$ cat config.mk
export PLATFORM = sky130hd
export DESIGN_NAME = evchc_top
export DESIGN_NICKNAME = d
export VERILOG_FILES = /design/src/hdl/evchc_pkg.sv /design/src/hdl/evchc_top.sv
export VERILOG_INCLUDE_DIRS = /design/src /design/src/hdl
export SDC_FILE = /design/constraint.sdc
export NUM_CORES = 1
export LEC_CHECK = 0
export BUFFER_PORTS_ARGS = -buffer_cell sky130_fd_sc_hd__buf_4
export CORE_AREA = 2 2 137 139
export DETAILED_ROUTE_END_ITERATION = 7
export DIE_AREA = 0 0 139 141
export GPL_ROUTABILITY_DRIVEN = 0
export GPL_TIMING_DRIVEN = 0
export SLEW_MARGIN = 25
export SYNTH_ARGS = -nofsm -noshare
export SYNTH_HDL_FRONTEND = slang
export SYNTH_SLANG_ARGS = --single-unit
$ cat constraint.sdc
create_clock -name pclk -period 5.6 [get_ports pclk]
set_clock_uncertainty 0.15 [all_clocks]
set_input_delay 1.4 -clock pclk [delete_from_list [all_inputs] [get_ports pclk]]
set_output_delay 1.4 -clock pclk [all_outputs]
set_load 0.02 [all_outputs]
$ cat src/hdl/evchc_params.svh
`ifndef EVCHC_PARAMS_SVH
`define EVCHC_PARAMS_SVH
`define EVCHC_CFG_ADDR 12'h020
`define EVCHC_STAT_ADDR 12'h024
`define EVCHC_CFG_RESET 32'h00008000
`define EVCHC_CFG_MASK 32'h0000CFFF
`define EVCHC_ON_REQ_BIT 15
`define EVCHC_STBY_BIT 14
`define EVCHC_EDGE_HI 11
`define EVCHC_EDGE_LO 10
`define EVCHC_PATH_HI 9
`define EVCHC_PATH_LO 8
`define EVCHC_SRC_HI 7
`define EVCHC_SRC_LO 0
`define EVCHC_PATH_SYNC 2'h0
`define EVCHC_PATH_RESYNC 2'h1
`define EVCHC_PATH_ASYNC 2'h2
`define EVCHC_EDGE_NONE 2'h0
`define EVCHC_EDGE_RISE 2'h1
`define EVCHC_EDGE_FALL 2'h2
`define EVCHC_EDGE_BOTH 2'h3
`define EVCHC_NUM_GEN 256
`endif

$ cat src/hdl/evchc_pkg.sv
package evchc_pkg;
   typedef struct packed {
      logic clock_on_request;
      logic keep_running_in_sleep;
      logic [1:0] edge_kind_select;
      logic [1:0] route_path;
      logic [7:0] event_source_select;
   } evchc_cfg_s;
   typedef struct packed {
      evchc_cfg_s cfg;
      logic [1:0] sync_pipe;
      logic prev_level;
      logic event_out;
      logic [31:0] prdata;
   } evchc_state_s;
endpackage

$ cat src/hdl/evchc_top.sv
// The APB slave port was decided locally.
`timescale 1ns/1ps
`default_nettype none
`include "evchc_params.svh"
module evchc_top (
   // apb
   input wire logic pclk,
   input wire logic presetn,
   input wire logic psel,
   input wire logic penable,
   input wire logic pwrite,
   input wire logic [11:0] paddr,
   input wire logic [31:0] pwdata,
   input wire logic [3:0] pstrb,
   output logic [31:0] prdata,
   output logic pready,
   output logic pslverr,
   // system
   input wire logic in_standby,
   input wire logic clock_source_on,
   // events
   input wire logic [`EVCHC_NUM_GEN-1:0] gen_events,
   output logic event_out,
   output logic gclk_request,
   output logic channel_active
);
   evchc_pkg::evchc_state_s st_ff, nxt_st;
   logic wr_cfg, rd_acc, busy, sel_level, async_path;
   logic [31:0] cfg_word;

   function automatic logic [31:0] pack_cfg(input evchc_pkg::evchc_cfg_s c);
      logic [31:0] w;
      w = 32'h00000000;
      w[`EVCHC_ON_REQ_BIT] = c.clock_on_request;
      w[`EVCHC_STBY_BIT] = c.keep_running_in_sleep;
      w[`EVCHC_EDGE_HI:`EVCHC_EDGE_LO] = c.edge_kind_select;
      w[`EVCHC_PATH_HI:`EVCHC_PATH_LO] = c.route_path;
      w[`EVCHC_SRC_HI:`EVCHC_SRC_LO] = c.event_source_select;
      return w;
   endfunction

   // address decode shared by write, read and error paths
   function automatic logic is_cfg(input logic [11:0] a);
      return a == `EVCHC_CFG_ADDR;
   endfunction

   function automatic logic is_stat(input logic [11:0] a);
      return a == `EVCHC_STAT_ADDR;
   endfunction

   assign cfg_word = pack_cfg(st_ff.cfg);
   assign pready = 1'b1;
   // partial writes rejected so a half-updated channel never exists
   assign wr_cfg = psel && penable && pwrite && is_cfg(paddr) && (&pstrb);
   // read data loaded at the setup edge so it stands through the access phase
   assign rd_acc = psel && !penable && !pwrite;

   logic wr_bad, rd_bad;
   logic [31:0] stat_word;
   assign wr_bad = !(is_cfg(paddr) && (&pstrb));
   assign rd_bad = !(is_cfg(paddr) || is_stat(paddr));
   // error flagged only in the access phase, never in setup
   assign pslverr = psel && penable && (pwrite ? wr_bad : rd_bad);
   // status: event, active, clock request, busy
   assign stat_word = {28'h0000000, st_ff.event_out, channel_active, gclk_request, busy};
   assign channel_active = !in_standby || st_ff.cfg.keep_running_in_sleep;
   assign async_path = (st_ff.cfg.route_path == `EVCHC_PATH_ASYNC);
   assign sel_level = gen_events[st_ff.cfg.event_source_select];
   // busy while an event is in flight through the sync stages
   assign busy = sel_level || (|st_ff.sync_pipe) || st_ff.prev_level || st_ff.event_out;
   assign gclk_request = channel_active && clock_source_on &&
                         (st_ff.cfg.clock_on_request ? busy : 1'b1);

   always_comb begin
      nxt_st = st_ff;
      if (wr_cfg) begin
         nxt_st.cfg.clock_on_request = pwdata[`EVCHC_ON_REQ_BIT];
         nxt_st.cfg.keep_running_in_sleep = pwdata[`EVCHC_STBY_BIT];
         nxt_st.cfg.edge_kind_select = pwdata[`EVCHC_EDGE_HI:`EVCHC_EDGE_LO];
         nxt_st.cfg.route_path = pwdata[`EVCHC_PATH_HI:`EVCHC_PATH_LO];
         nxt_st.cfg.event_source_select = pwdata[`EVCHC_SRC_HI:`EVCHC_SRC_LO];
      end
      if (rd_acc) begin
         if (is_cfg(paddr)) begin
            nxt_st.prdata = cfg_word;
         end else if (is_stat(paddr)) begin
            nxt_st.prdata = stat_word;
         end else begin
            nxt_st.prdata = 32'h00000000;
         end
      end
      if (!channel_active) begin
         nxt_st.sync_pipe = 2'h0;
         nxt_st.prev_level = 1'b0;
         nxt_st.event_out = 1'b0;
      end else begin
         nxt_st.sync_pipe = {st_ff.sync_pipe[0], sel_level};
         nxt_st.prev_level = st_ff.sync_pipe[1];
         if (async_path) begin
            // async: level passes straight, no edge stage; edge field ignored
            nxt_st.event_out = sel_level;
         end else begin
            case (st_ff.cfg.edge_kind_select)
               `EVCHC_EDGE_NONE: nxt_st.event_out = 1'b0;
               `EVCHC_EDGE_RISE: nxt_st.event_out = st_ff.sync_pipe[1] && !st_ff.prev_level;
               `EVCHC_EDGE_FALL: nxt_st.event_out = !st_ff.sync_pipe[1] && st_ff.prev_level;
               `EVCHC_EDGE_BOTH: nxt_st.event_out = st_ff.sync_pipe[1] ^ st_ff.prev_level;
               default: nxt_st.event_out = 1'b0;
            endcase
         end
      end
   end

   always_ff @(posedge pclk or negedge presetn) begin
      if (!presetn) begin
         // clock on request set at reset, everything else cleared
         st_ff <= '{cfg: '{clock_on_request: 1'b1,
                           keep_running_in_sleep: 1'b0,
                           edge_kind_select: 2'h0,
                           route_path: 2'h0,
                           event_source_select: 8'h00},
                    sync_pipe: 2'h0,
                    prev_level: 1'b0,
                    event_out: 1'b0,
                    prdata: 32'h00000000};
      end else begin
         st_ff <= nxt_st;
      end
   end

   assign prdata = st_ff.prdata;
   assign event_out = st_ff.event_out;
endmodule // evchc_top
`default_nettype wire

==> key figures, run 1 <==
Power and ir drop
  • LEAKAGE: 3.061 nW
  • Sw power: approximately 170 uW
  • Sequential power share: 29.3%
  • Internal: between 600 and 700 uW
  • PD cells: roughly 120 nW/um^2
  • Power share of the clock group: 39.3%
  • Maximum vdd ir drop: roughly 0.093 mV
  • Switching Fraction: between 20% and 30%
  • Total power: a little under 800 uW
  • Combinational power share: between 30% and 40%

Place
  • Buffers on Ports: 310
  • Placement Setup Slack: between 0.3 and 0.4 ns
  • HPWL Detailed: between 15000 and 20000 um
  • Area after DPL: 6485 sq um

Critical path
  • Startpoint types: register
  • Crit path DAT: around 3.6 ns
  • CP Class: reg -> out
  • Reg2reg setup slack: 2.25 ns
  • Max Fanout on Critical Path: 10
  • CP Capture Type: primary output
  • CP Data Required Time: around 4 ns

STA
  • Measured slew at the worst slew-check pin: approximately 0.84 ns
  • Final Hold Fails: 0
  • Setup WS post-layout: roughly 0.43 ns
  • Unrepaired setup endpoints after global routing: no
  • Maximum clock frequency: 0.1934 GHz
  • Final Slew Violations: 0
  • Final period util: 92.35%
  • Final setup fails: 0
  • Relative slew slack: between 40% and 50%
  • Hold Slack: 0.3395 ns
  • Total negative slack: 0 ns
  • Tmin final: 5.172 ns

GRT
  • Gr usage total: between 15 and 20%
  • Vias in the first global route: 4273
  • First-pass GRT wire length: 25530 um
  • Initial antenna violation count: 0
  • Total global routing overflow: 0
  • Largest net degree at the start of global routing: 33

Final layout
  • P&R area growth vs syn: 75.02%
  • Post-route cell area: around 6700 sq um
  • Layout Nets: 951
  • Number of inserted diodes: 0
  • Reg area: between 800 and 900 sq um
  • Multi-input gate area: approximately 2600 sq um
  • Fraction of layout instances using a drive strength above 1: slightly above 70%
  • Fillcell total: 1872

Floorplan
  • Chip Width: 139 um
  • Starting Density: about a fifth
  • Num rows: 50
  • Die ar.: 19600 sq um
  • I/O pins: roughly 350
  • Die Y: between 100 and 150 um
  • Total core area: roughly 18000 sq um

Clock tree
  • Root Driver: clkbuf_16
  • Max H-tree Level: 2
  • Clk Latency, worst-skew pair: around 0.28 ns
  • Setup bufs post-CTS: 0
  • Clock-pin slew on the worst setup and hold paths: approximately 0.06 ns
  • Post-CTS sizing: 0
  • CTS max path bufs: 2
  • CTS sink cnt: 32
  • CTS tree: built
  • Hold-fix buffers, CTS: 0
  • CTS buffer count: 5

Synthesis
  • Flops & latches, synth: 32
  • Post-synth EDFFs: 0
  • Synthesized area per cell: ~13 sq um
  • Sequential area share after synthesis: between 20% and 30%
  • Post-synthesis cell type count: between 40 and 50
  • Ys flop type: dfrtp_1
  • Synth area leader: mux4_2
  • Synth top area share: a little over two fifths
  • Largest cells by area after synthesis: mux4_2, dfrtp_1, buf_4, mux2_2, a22o_1
  • YS warnings: 0
  • Post-Syn Area: roughly 3800 sq um
  • Post-synth ARST share: 100.0%
  • Cells after Synth: between 300 and 400

Min path
  • Hold WC Path Type: reg -> reg

Detailed routing
  • Per-cell routed wire length: ~20 um
  • DRC: 0
  • Final wirelength: approximately 18000 um
  • Vias/cell: ~4.6
  • Via count: about 4k
  • DRT Pass-1 Iters: 4
  • ANT nets after route: 0
  • Initial DRC count: about 140

Job
  • Max-cap viol count: 0

Outcome
  • Status: complete, no violations
Yosys cell counts (5+ instances only):
master    number
mux4_2        72
buf_4         38
dfrtp_1       31
mux2_2        18
nand2_1       16
nor2_1        15
a22o_1        12
clkbuf_1      12
a21oi_1        9
mux2i_1        8
buf_2          6
inv_1          6
nand3_1        6
buf_6          5
nor2b_1        5
cell usage in the layout, fill, tap and decap left out, drive strengths merged, types with 2 or more instances in the layout:
cell	n
buf	359
mux4	72
dfrtp	31
conb	19
mux2	18
clkbuf	17
nand2	16
nor2	15
a22o	12
a21oi	9
mux2i	8
inv	6
nand3	6
nor2b	5
o21ai	4
nand3b	3
nor4b	3
nor4	3
a22oi	2
a31oi	2
a211oi	2
or3b	2
o22ai	2
nand2b	2
o311ai	2
nor3	2
ha	2
through the flow:
stage                     util (%)  instances
final                        36.42        873
after global routing         36.42        873
after CTS                    36.42        873
after detailed placement     35.50        865
after global placement       35.50        865
after floorplan                  -        321
cells by family (layout without fill, tap and decap cells):
family	Yosys count	count (layout)	share of synthesized area [%]
compound gates	41	41	7.801
flops	32	32	21.10
fa+ha+maj	2	2	0.6582
mux	98	98	50.10
other cells	2	19	0.1976
simple gates	62	62	8.592
buf+inv	67	385	11.55
worst max-delay path, stage by stage (launching register included):
cell and delay, ns:
dfrtp_1 0.47, buf_2 0.31, buf_2 0.35, clkbuf_1 0.50, nor2b_1 0.26, a22oi_1 0.11, a31oi_1 0.17, o21ai_0 0.12
a211oi_1 0.45, nor2_1 0.20, a31oi_1 0.22, buf_4 0.17
final cells by class:
type | count | share of cell area [%]
multi-input combinational | 222 | 39.44
timing repair buffer | 310 | 34.98
sequential | 32 | 12.06
buffer | 61 | 6.263
tap | 234 | 4.401
clock buffer | 5 | 1.881
clock inverter | 3 | 0.6395
inverter | 6 | 0.3385
power by group through the flow:
| stage | sequential [mW] | clock (mW) | combinational (mW) |
|---|---|---|---|
| 2_1_floorplan | 0.237 | 0 | 0.0750 |
| 3_3_place_gp | 0.237 | 0 | 0.247 |
| 3_5_place_dp | 0.237 | 0 | 0.250 |
| 4_1_cts | 0.233 | 0.321 | 0.251 |
| 5_1_grt | 0.233 | 0.329 | 0.266 |
| 6_report | 0.233 | 0.312 | 0.249 |
metal layers:
layer	part of all wire (%)	vias up	GRT usage, %
li1	-	1853	-
met1	40	1966	21.60
met2	53	200	31.60
met3	6.2	10	3.567
met4	0.90	0	2.552
met5	0	-	0
path summary, 6_finish.rpt:
path,from,depth (start not counted),endpoint
max in group asynchronous,presetn,1,cfg_word[15]$_DFFE_PN1P_
worst min register to register,st_ff[34]$_DFF_PN0_,1,st_ff[35]$_DFF_PN0_
min in group asynchronous,presetn,1,prdata[9]$_DFFE_PN0P_
worst max register to register,cfg_word[5]$_DFFE_PN0P_,7,prdata[1]$_DFFE_PN0P_
worst max-delay path,cfg_word[3]$_DFFE_PN0P_,11,gclk_request
worst min-delay path,st_ff[34]$_DFF_PN0_,1,st_ff[35]$_DFF_PN0_
registers in the layout (all words and copies together), names as in the netlist:
name	count
st_ff	3
prdata	14
event_out	1
cfg_word	14
Note: power is estimated with default switching activity, not from simulation.
==> run 2: changes to the inputs <==
Settings changed: ABC_AREA set to 1, CORE_AREA 2 2 137 139 to 2 2 133 135, DIE_AREA 0 0 139 141 to 0 0 135 137.
==> run 2 against run 1 <==
Via count increased by 55%. Hold slack got worse by 0.0091 ns. Synthesized cell count increased by 150%. Critical path type is now in -> out.
==> key figures, run 2 <==
Clock tree
  • Hold-fix buffers, CTS: 0 (unchanged)
  • Max H-tree Level: 2 (unchanged)
  • Root Driver: clkbuf_16
  • Setup bufs post-CTS: 0 (unchanged)
  • CTS tree: built
  • CTS max path bufs: 2 (unchanged)
  • CTS buffer count: 5 (unchanged)
  • CTS sink cnt: 32 (unchanged)
  • Clock-pin slew on the worst setup and hold paths: 0.05 ns (about the same)
  • Post-CTS sizing: 0 (unchanged)
  • Clk Latency, worst-skew pair: 0.28 ns (about the same)

Synthesis
  • Post-synth ARST share: 100.0% (unchanged)
  • YS warnings: 0 (unchanged)
  • Post-Syn Area: 4349 sq um (+14%)
  • Largest cells by area after synthesis: nand3_1, nand2_1, dfrtp_1, buf_4, mux2_2
  • Cells after Synth: 758 (+150%)
  • Flops & latches, synth: 32 (unchanged)
  • Synthesized area per cell: 5.738 sq um (-54%)
  • Sequential area share after synthesis: 18.44% (-2.7 points)
  • Synth top cells by count: nand2_1, nand3_1, buf_4
  • Post-synthesis cell type count: 32 (-24%)
  • Most frequent cell after synthesis: nand2_1
  • Synth top area share: 28.77% (-14 points)
  • Synth area leader: nand3_1
  • Ys flop type: dfrtp_1
  • Post-synth EDFFs: 0 (unchanged)

Critical path
  • R2R Path Start: cfg_word[1]$_DFFE_PN0P_
  • Crit path DAT: 2.92 ns (-0.70 ns)
  • Startpoint types: input pin
  • CP Data Required Time: 4.05 ns (about the same)
  • R2R cell count: 16 (+9)
  • CP Class: in -> out
  • Reg-to-reg endpoint: event_out$_DFF_PN0_
  • Max Fanout on Critical Path: 2 (-8)
  • Reg2reg setup slack: 2.88 ns (+0.63 ns)
  • Crit path launch: gen_events[109]
  • CP Capture Type: primary output

Floorplan
  • Starting Density: 25.50% (+4.7 points)
  • Die Y: 137 um (-2.8%)
  • Die ar.: 18500 sq um (-5.6%)
  • Chip Width: 135 um (-2.9%)
  • Total core area: 17060 sq um (-6.6%)
  • Num rows: 48 (-4.0%)
  • I/O pins: 348 (unchanged)

Final layout
  • Post-route cell area: 7186 sq um (+8.0%)
  • Commonest non-fill, non-tap cells in the layout: buf_4, nand2_1, nand3_1
  • Multi-input gate area: 2902 sq um (+11%)
  • Fraction of layout instances using a drive strength above 1: 38.06% (-34 points)
  • Number of inserted diodes: 0 (unchanged)
  • P&R area growth vs syn: 65.22%
  • Fillcell total: 1869 (-0.16%)
  • Commonest non-fill, non-tap cell in the layout: buf_4
  • Reg area: 802.0 sq um (unchanged)
  • Util after Layout: 42.13% (+5.7 points)
  • Layout Nets: 1405 (+48%)

Detailed routing
  • DRC: 0 (unchanged)
  • Final wirelength: 23070 um (+29%)
  • Vias/cell: 4.730 (+2.5%)
  • Via count: 6234 (+55%)
  • ANT nets after route: 0 (unchanged)
  • Per-cell routed wire length: 17.50 um (-14%)
  • Initial DRC count: 302 (+120%)
  • DRT Pass-1 Iters: 5 (+1)

STA
  • Unrepaired setup endpoints after global routing: no
  • Tmin final: 4.473 ns (-0.6987 ns)
  • Final Hold Fails: 0 (unchanged)
  • Final setup fails: 0 (unchanged)
  • Maximum clock frequency: 0.2236 GHz (+16%)
  • Measured slew at the worst slew-check pin: 0.7125 ns (-0.1299 ns)
  • Final period util: 79.87% (-12 points)
  • Final Slew Violations: 0 (unchanged)
  • Relative slew slack: 52.50% (+8.7 points)
  • Total negative slack: 0 ns (unchanged)
  • Setup WS post-layout: 1.127 ns (+0.6987 ns)
  • Hold Slack: 0.3304 ns (-0.009127 ns)

GRT
  • Largest net degree at the start of global routing: 33 (unchanged)
  • Vias in the first global route: 5928 (+39%)
  • Gr usage total: 23.57% (+6.3 points)
  • Total global routing overflow: 0 (unchanged)
  • Initial antenna violation count: 0 (unchanged)
  • First-pass GRT wire length: 33120 um (+30%)

Power and ir drop
  • PD cells: 113.3 nW/um^2 (-5.1%)
  • Maximum vdd ir drop: 0.1061 mV (+14%)
  • LEAKAGE: 3.835 nW (+25%)

Place
  • HPWL Detailed: 18810 um (+24%)
  • Area after DPL: 7022 sq um (+8.3%)
  • Buffers on Ports: 310 (unchanged)
  • Placement Setup Slack: 1.139 ns (+0.7586 ns)

Job
  • Max-cap viol count: 0 (unchanged)

Min path
  • Min-Delay Path Depth: 2 (+1)
  • Hold WC Path Type: reg -> reg
  • HP Start: prdata[9]$_DFFE_PN0P_
  • Hold Path Sink: prdata[9]$_DFFE_PN0P_

Outcome
  • Status: complete, no violations
[run 2: cell types whose count changed after synthesis, moves of 6 or more]
cell	delta
mux2i_1	-8
nor2_1	-6
buf_2	+12
buf_4	+11
inv_1	+14
o31ai_1	+6
nand2_1	+284
a22o_1	-12
nand3_1	+244
mux4_2	-72
[run 2: routing by layer]
| layer | track usage [%] | up-vias | wire [um] |
|---|---|---|---|
| met4 | 5.671 | 0 | 483 |
| met3 | 4.556 | 29 | 1860 |
| met2 | 41.82 | 260 | 11130 |
| met5 | 0 | - | 0 |
| li1 | - | 3129 | - |
| met1 | 29.41 | 2816 | 9602 |
[run 2: critical path: stages]
cell and delay [ns]:
buf_4 0.11, nand2_1 0.05, nand3_1 0.11, nand3_1 0.21, nand3_1 0.10, nand3_1 0.11
nand2_1 0.10, nand2_1 0.07, nand3_1 0.06, nand3_1 0.11, nand4_1 0.15, and2_1 0.19
buf_4 0.15
[run 2: cell type report]
type,instances,area share (%)
Clock buffer,6,1.793
Multi-Input combinational cell,627,40.38
Buffer,90,8.515
Sequential cell,32,11.16
Clock inverter,2,0.4876
Tap cell,225,3.918
Timing Repair Buffer,310,32.39
Inverter,26,1.358
[run 2: cells by family after synthesis]
logic type / count (synthesis) / synth area share, %
and+or+nand+nor: 571 / 57.83
buffers and inverters: 116 / 16.31
DFF: 32 / 18.44
muxes: 14 / 3.625
other: 2 / 0.1727
AOI/OAI and AO/OA: 21 / 3.050
adders and majority gates: 2 / 0.5753
[run 2: through the flow]
stage               std cells  power, mW
global placement         1310     0.5130
finish                   1318     0.8139
detailed placement       1310     0.5147
global route             1318     0.8508
floorplan                 775     0.3292
CTS                      1318     0.8197
[run 2: how the worst max path moves through the flow]
stage | to | slack (ns) | depth (start not counted)
floorplan | pslverr | 1.68 | 5
global placement | gclk_request | 1.14 | 13
detailed placement | gclk_request | 1.14 | 13
CTS | gclk_request | 1.13 | 13
global route | gclk_request | 1.01 | 13
finish | gclk_request | 1.13 | 13
[run 2: power by group]
part	switching [mW]	total (mW)	internal [mW]
clock	0.0933	0.302	0.209
sequential	0.00240	0.238	0.236
combinational	0.0993	0.274	0.174
total	0.195	0.814	0.619
==> run 3: changes to the inputs <==
Settings changed: CORE_AREA 2 2 133 135 to 2 2 134 136, DIE_AREA 0 0 135 137 to 0 0 136 138.
Clock period 5.6 ns to 4.5 ns, I/O delays scaled along.
==> run 3 against run 2 <==
Hold slack better by 0.0014 ns. Sequential power up 24%. Critical endpoint unchanged. Non-clock buffer count is the same. Clock power rose by 6%. Register-to-register slack worse by 1.1 ns. First-iteration DRC count increased by 20%. Global-route usage about the same.
==> key figures, run 3 (synthesis gave the netlist of run 2 again) <==
Place
  • Area after DPL: 7027 sq um (about the same)
  • Buffers on Ports: 310 (unchanged)
  • HPWL Detailed: 18930 um (+0.65%)
  • Placement Setup Slack: 0.5954 ns (-0.5440 ns)

GRT
  • Initial antenna violation count: 0 (unchanged)
  • Total global routing overflow: 0 (unchanged)
  • Gr usage total: 23.56% (about the same)
  • Largest net degree at the start of global routing: 33 (unchanged)
  • First-pass GRT wire length: 34040 um (+2.8%)
  • Vias in the first global route: 6139 (+3.6%)

Clock tree
  • Max H-tree Level: 2 (unchanged)
  • Hold-fix buffers, CTS: 0 (unchanged)
  • Root Driver: clkbuf_16
  • CTS sink cnt: 32 (unchanged)
  • CTS max path bufs: 2 (unchanged)
  • Setup bufs post-CTS: 0 (unchanged)
  • Post-CTS sizing: 0 (unchanged)
  • CTS tree: built
  • Clk Latency, worst-skew pair: 0.28 ns (about the same)
  • Clock-pin slew on the worst setup and hold paths: 0.05 ns (about the same)
  • CTS buffer count: 5 (unchanged)

Critical path
  • Crit path top cell by count: nand3_1
  • CP max stage cell: clkbuf_1
  • Startpoint types: register
  • Worst path buffer plus inverter count: 4 (+2)
  • CP Capture Type: primary output
  • CP Class: reg -> out
  • Critical path's top delay family: simple AND/OR/NAND/NOR gates
  • Max Fanout on Critical Path: 10 (+8)
  • Crit path DAT: 2.80 ns (-0.12 ns)
  • Critical Path, Cell by Cell: inv_1 > buf_4 > clkbuf_1 > nand3_1 > nand3_1 > nand3_1 > nand3_1 > nand2_1 > nand2_1 > nand3_1 > nand3_1 > nand4_1 > and2_1 > buf_4
  • Largest incremental delay on the critical path: 0.46 ns (+0.25 ns)
  • CP Data Required Time: 3.22 ns (-0.83 ns)

Detailed routing
  • Final wirelength: 23090 um (about the same)
  • Per-cell routed wire length: 17.47 um (-0.22%)
  • Via count: 6334 (+1.6%)
  • Vias/cell: 4.791 (+1.3%)
  • Initial DRC count: 363 (+20%)
  • ANT nets after route: 0 (unchanged)
  • DRC: 0 (unchanged)
  • DRT Pass-1 Iters: 5 (unchanged)

Power and ir drop
  • Total power: 957.5 uW (+18%)
  • PD cells: 133.7 nW/um^2 (+18%)
  • Maximum vdd ir drop: 0.1239 mV (+17%)
  • LEAKAGE: 3.819 nW (-0.41%)

Final layout
  • Util after Layout: 40.85% (-1.3 points)
  • Commonest non-fill, non-tap cell in the layout: buf_4
  • Post-route cell area: 7163 sq um (-0.31%)
  • Reg area: 802.0 sq um (unchanged)
  • Layout Nets: 1405 (unchanged)
  • Commonest non-fill, non-tap cells in the layout: buf_4, nand2_1, nand3_1
  • P&R area growth vs syn: 64.70%
  • Number of inserted diodes: 0 (unchanged)
  • Fraction of layout instances using a drive strength above 1: 37.88% (-0.18 points)
  • Fillcell total: 2017 (+7.9%)
  • Multi-input gate area: 2902 sq um (unchanged)

STA
  • Final Hold Fails: 0 (unchanged)
  • Setup WS post-layout: 0.4214 ns (-0.7057 ns)
  • Maximum clock frequency: 0.2452 GHz
  • Tmin final: approximately 4.1 ns
  • Total negative slack: 0 ns (unchanged)
  • Final Slew Violations: 0 (unchanged)
  • Unrepaired setup endpoints after global routing: no
  • Final setup fails: 0 (unchanged)
  • Relative slew slack: 50.89% (-1.6 points)
  • Measured slew at the worst slew-check pin: 0.7367 ns (+0.02419 ns)
  • Final period util: between 90% and 100%

Floorplan
  • I/O pins: 348 (unchanged)
  • Starting Density: 24.80% (-0.70 points)
  • Die Y: 138 um (+0.73%)
  • Num rows: 49 (+2.1%)
  • Die ar.: 18770 sq um (+1.5%)
  • Chip Width: 136 um (+0.74%)
  • Total core area: 17530 sq um (+2.8%)

Min path
  • Hold WC Path Type: reg -> reg

Job
  • Max-cap viol count: 0 (unchanged)

Outcome
  • Status: complete, no violations
[run 3: changes by cell type in the layout (fill, tap and decap cells not counted)]
cell / change
bufinv_16: -1
clkbuf_1: +2
clkinv_2: -1
[run 3: stage by stage]
| step | hold slack [ns] | cells |
|---|---|---|
| after floorplan | 0.3002 | 775 |
| after global placement | 0.3166 | 1314 |
| after detailed placement | 0.3198 | 1314 |
| after CTS | 0.3325 | 1322 |
| after global routing | 0.3557 | 1322 |
| final | 0.3318 | 1322 |
[run 3: final timing paths]
check	startpoint	endpoint	slack [ns]	cells after the start
worst max register to register	cfg_word[1]$_DFFE_PN0P_	event_out$_DFF_PN0_	1.80	16
max in group asynchronous	presetn	cfg_word[15]$_DFFE_PN1P_	3.24	1
worst min register to register	prdata[9]$_DFFE_PN0P_	prdata[9]$_DFFE_PN0P_	0.33	2
worst max-delay path	cfg_word[1]$_DFFE_PN0P_	gclk_request	0.42	14
worst min-delay path	prdata[9]$_DFFE_PN0P_	prdata[9]$_DFFE_PN0P_	0.33	2
min in group asynchronous	presetn	prdata[14]$_DFFE_PN0P_	0.63	1
[run 3: metal layers]
metal,wire length [um],track usage (%)
met1,9831,30.51
met2,10980,40.41
met3,1765,4.327
met4,514,5.373
met5,0,0
[run 3: final cells by class]
| class | count | area share (%) |
|---|---|---|
| clock buffer | 8 | 1.904 |
| buffer | 90 | 8.541 |
| sequential | 32 | 11.20 |
| tap | 229 | 4.000 |
| multi-input combinational | 627 | 40.51 |
| inverter | 26 | 1.362 |
| timing repair buffer | 310 | 32.49 |
[run 3: worst reg2reg max path: stages (launching register included)]
cell and delay [ns]:
dfrtp_1 0.39, inv_1 0.08, buf_4 0.21, clkbuf_1 0.46, nand3_1 0.27, nand3_1 0.17
nand3_1 0.08, nand3_1 0.10, nand2_1 0.08, nand2_1 0.06, nand3_1 0.07, nand3_1 0.11
nand2_1 0.08, inv_2 0.06, nor2_2 0.04, nand2_1 0.09, o41ai_1 0.08
[run 3: where the power goes]
part | internal [mW] | switching [mW]
Sequential | 0.294 | 0.00285
Combinational | 0.217 | 0.124
Clock | 0.205 | 0.115
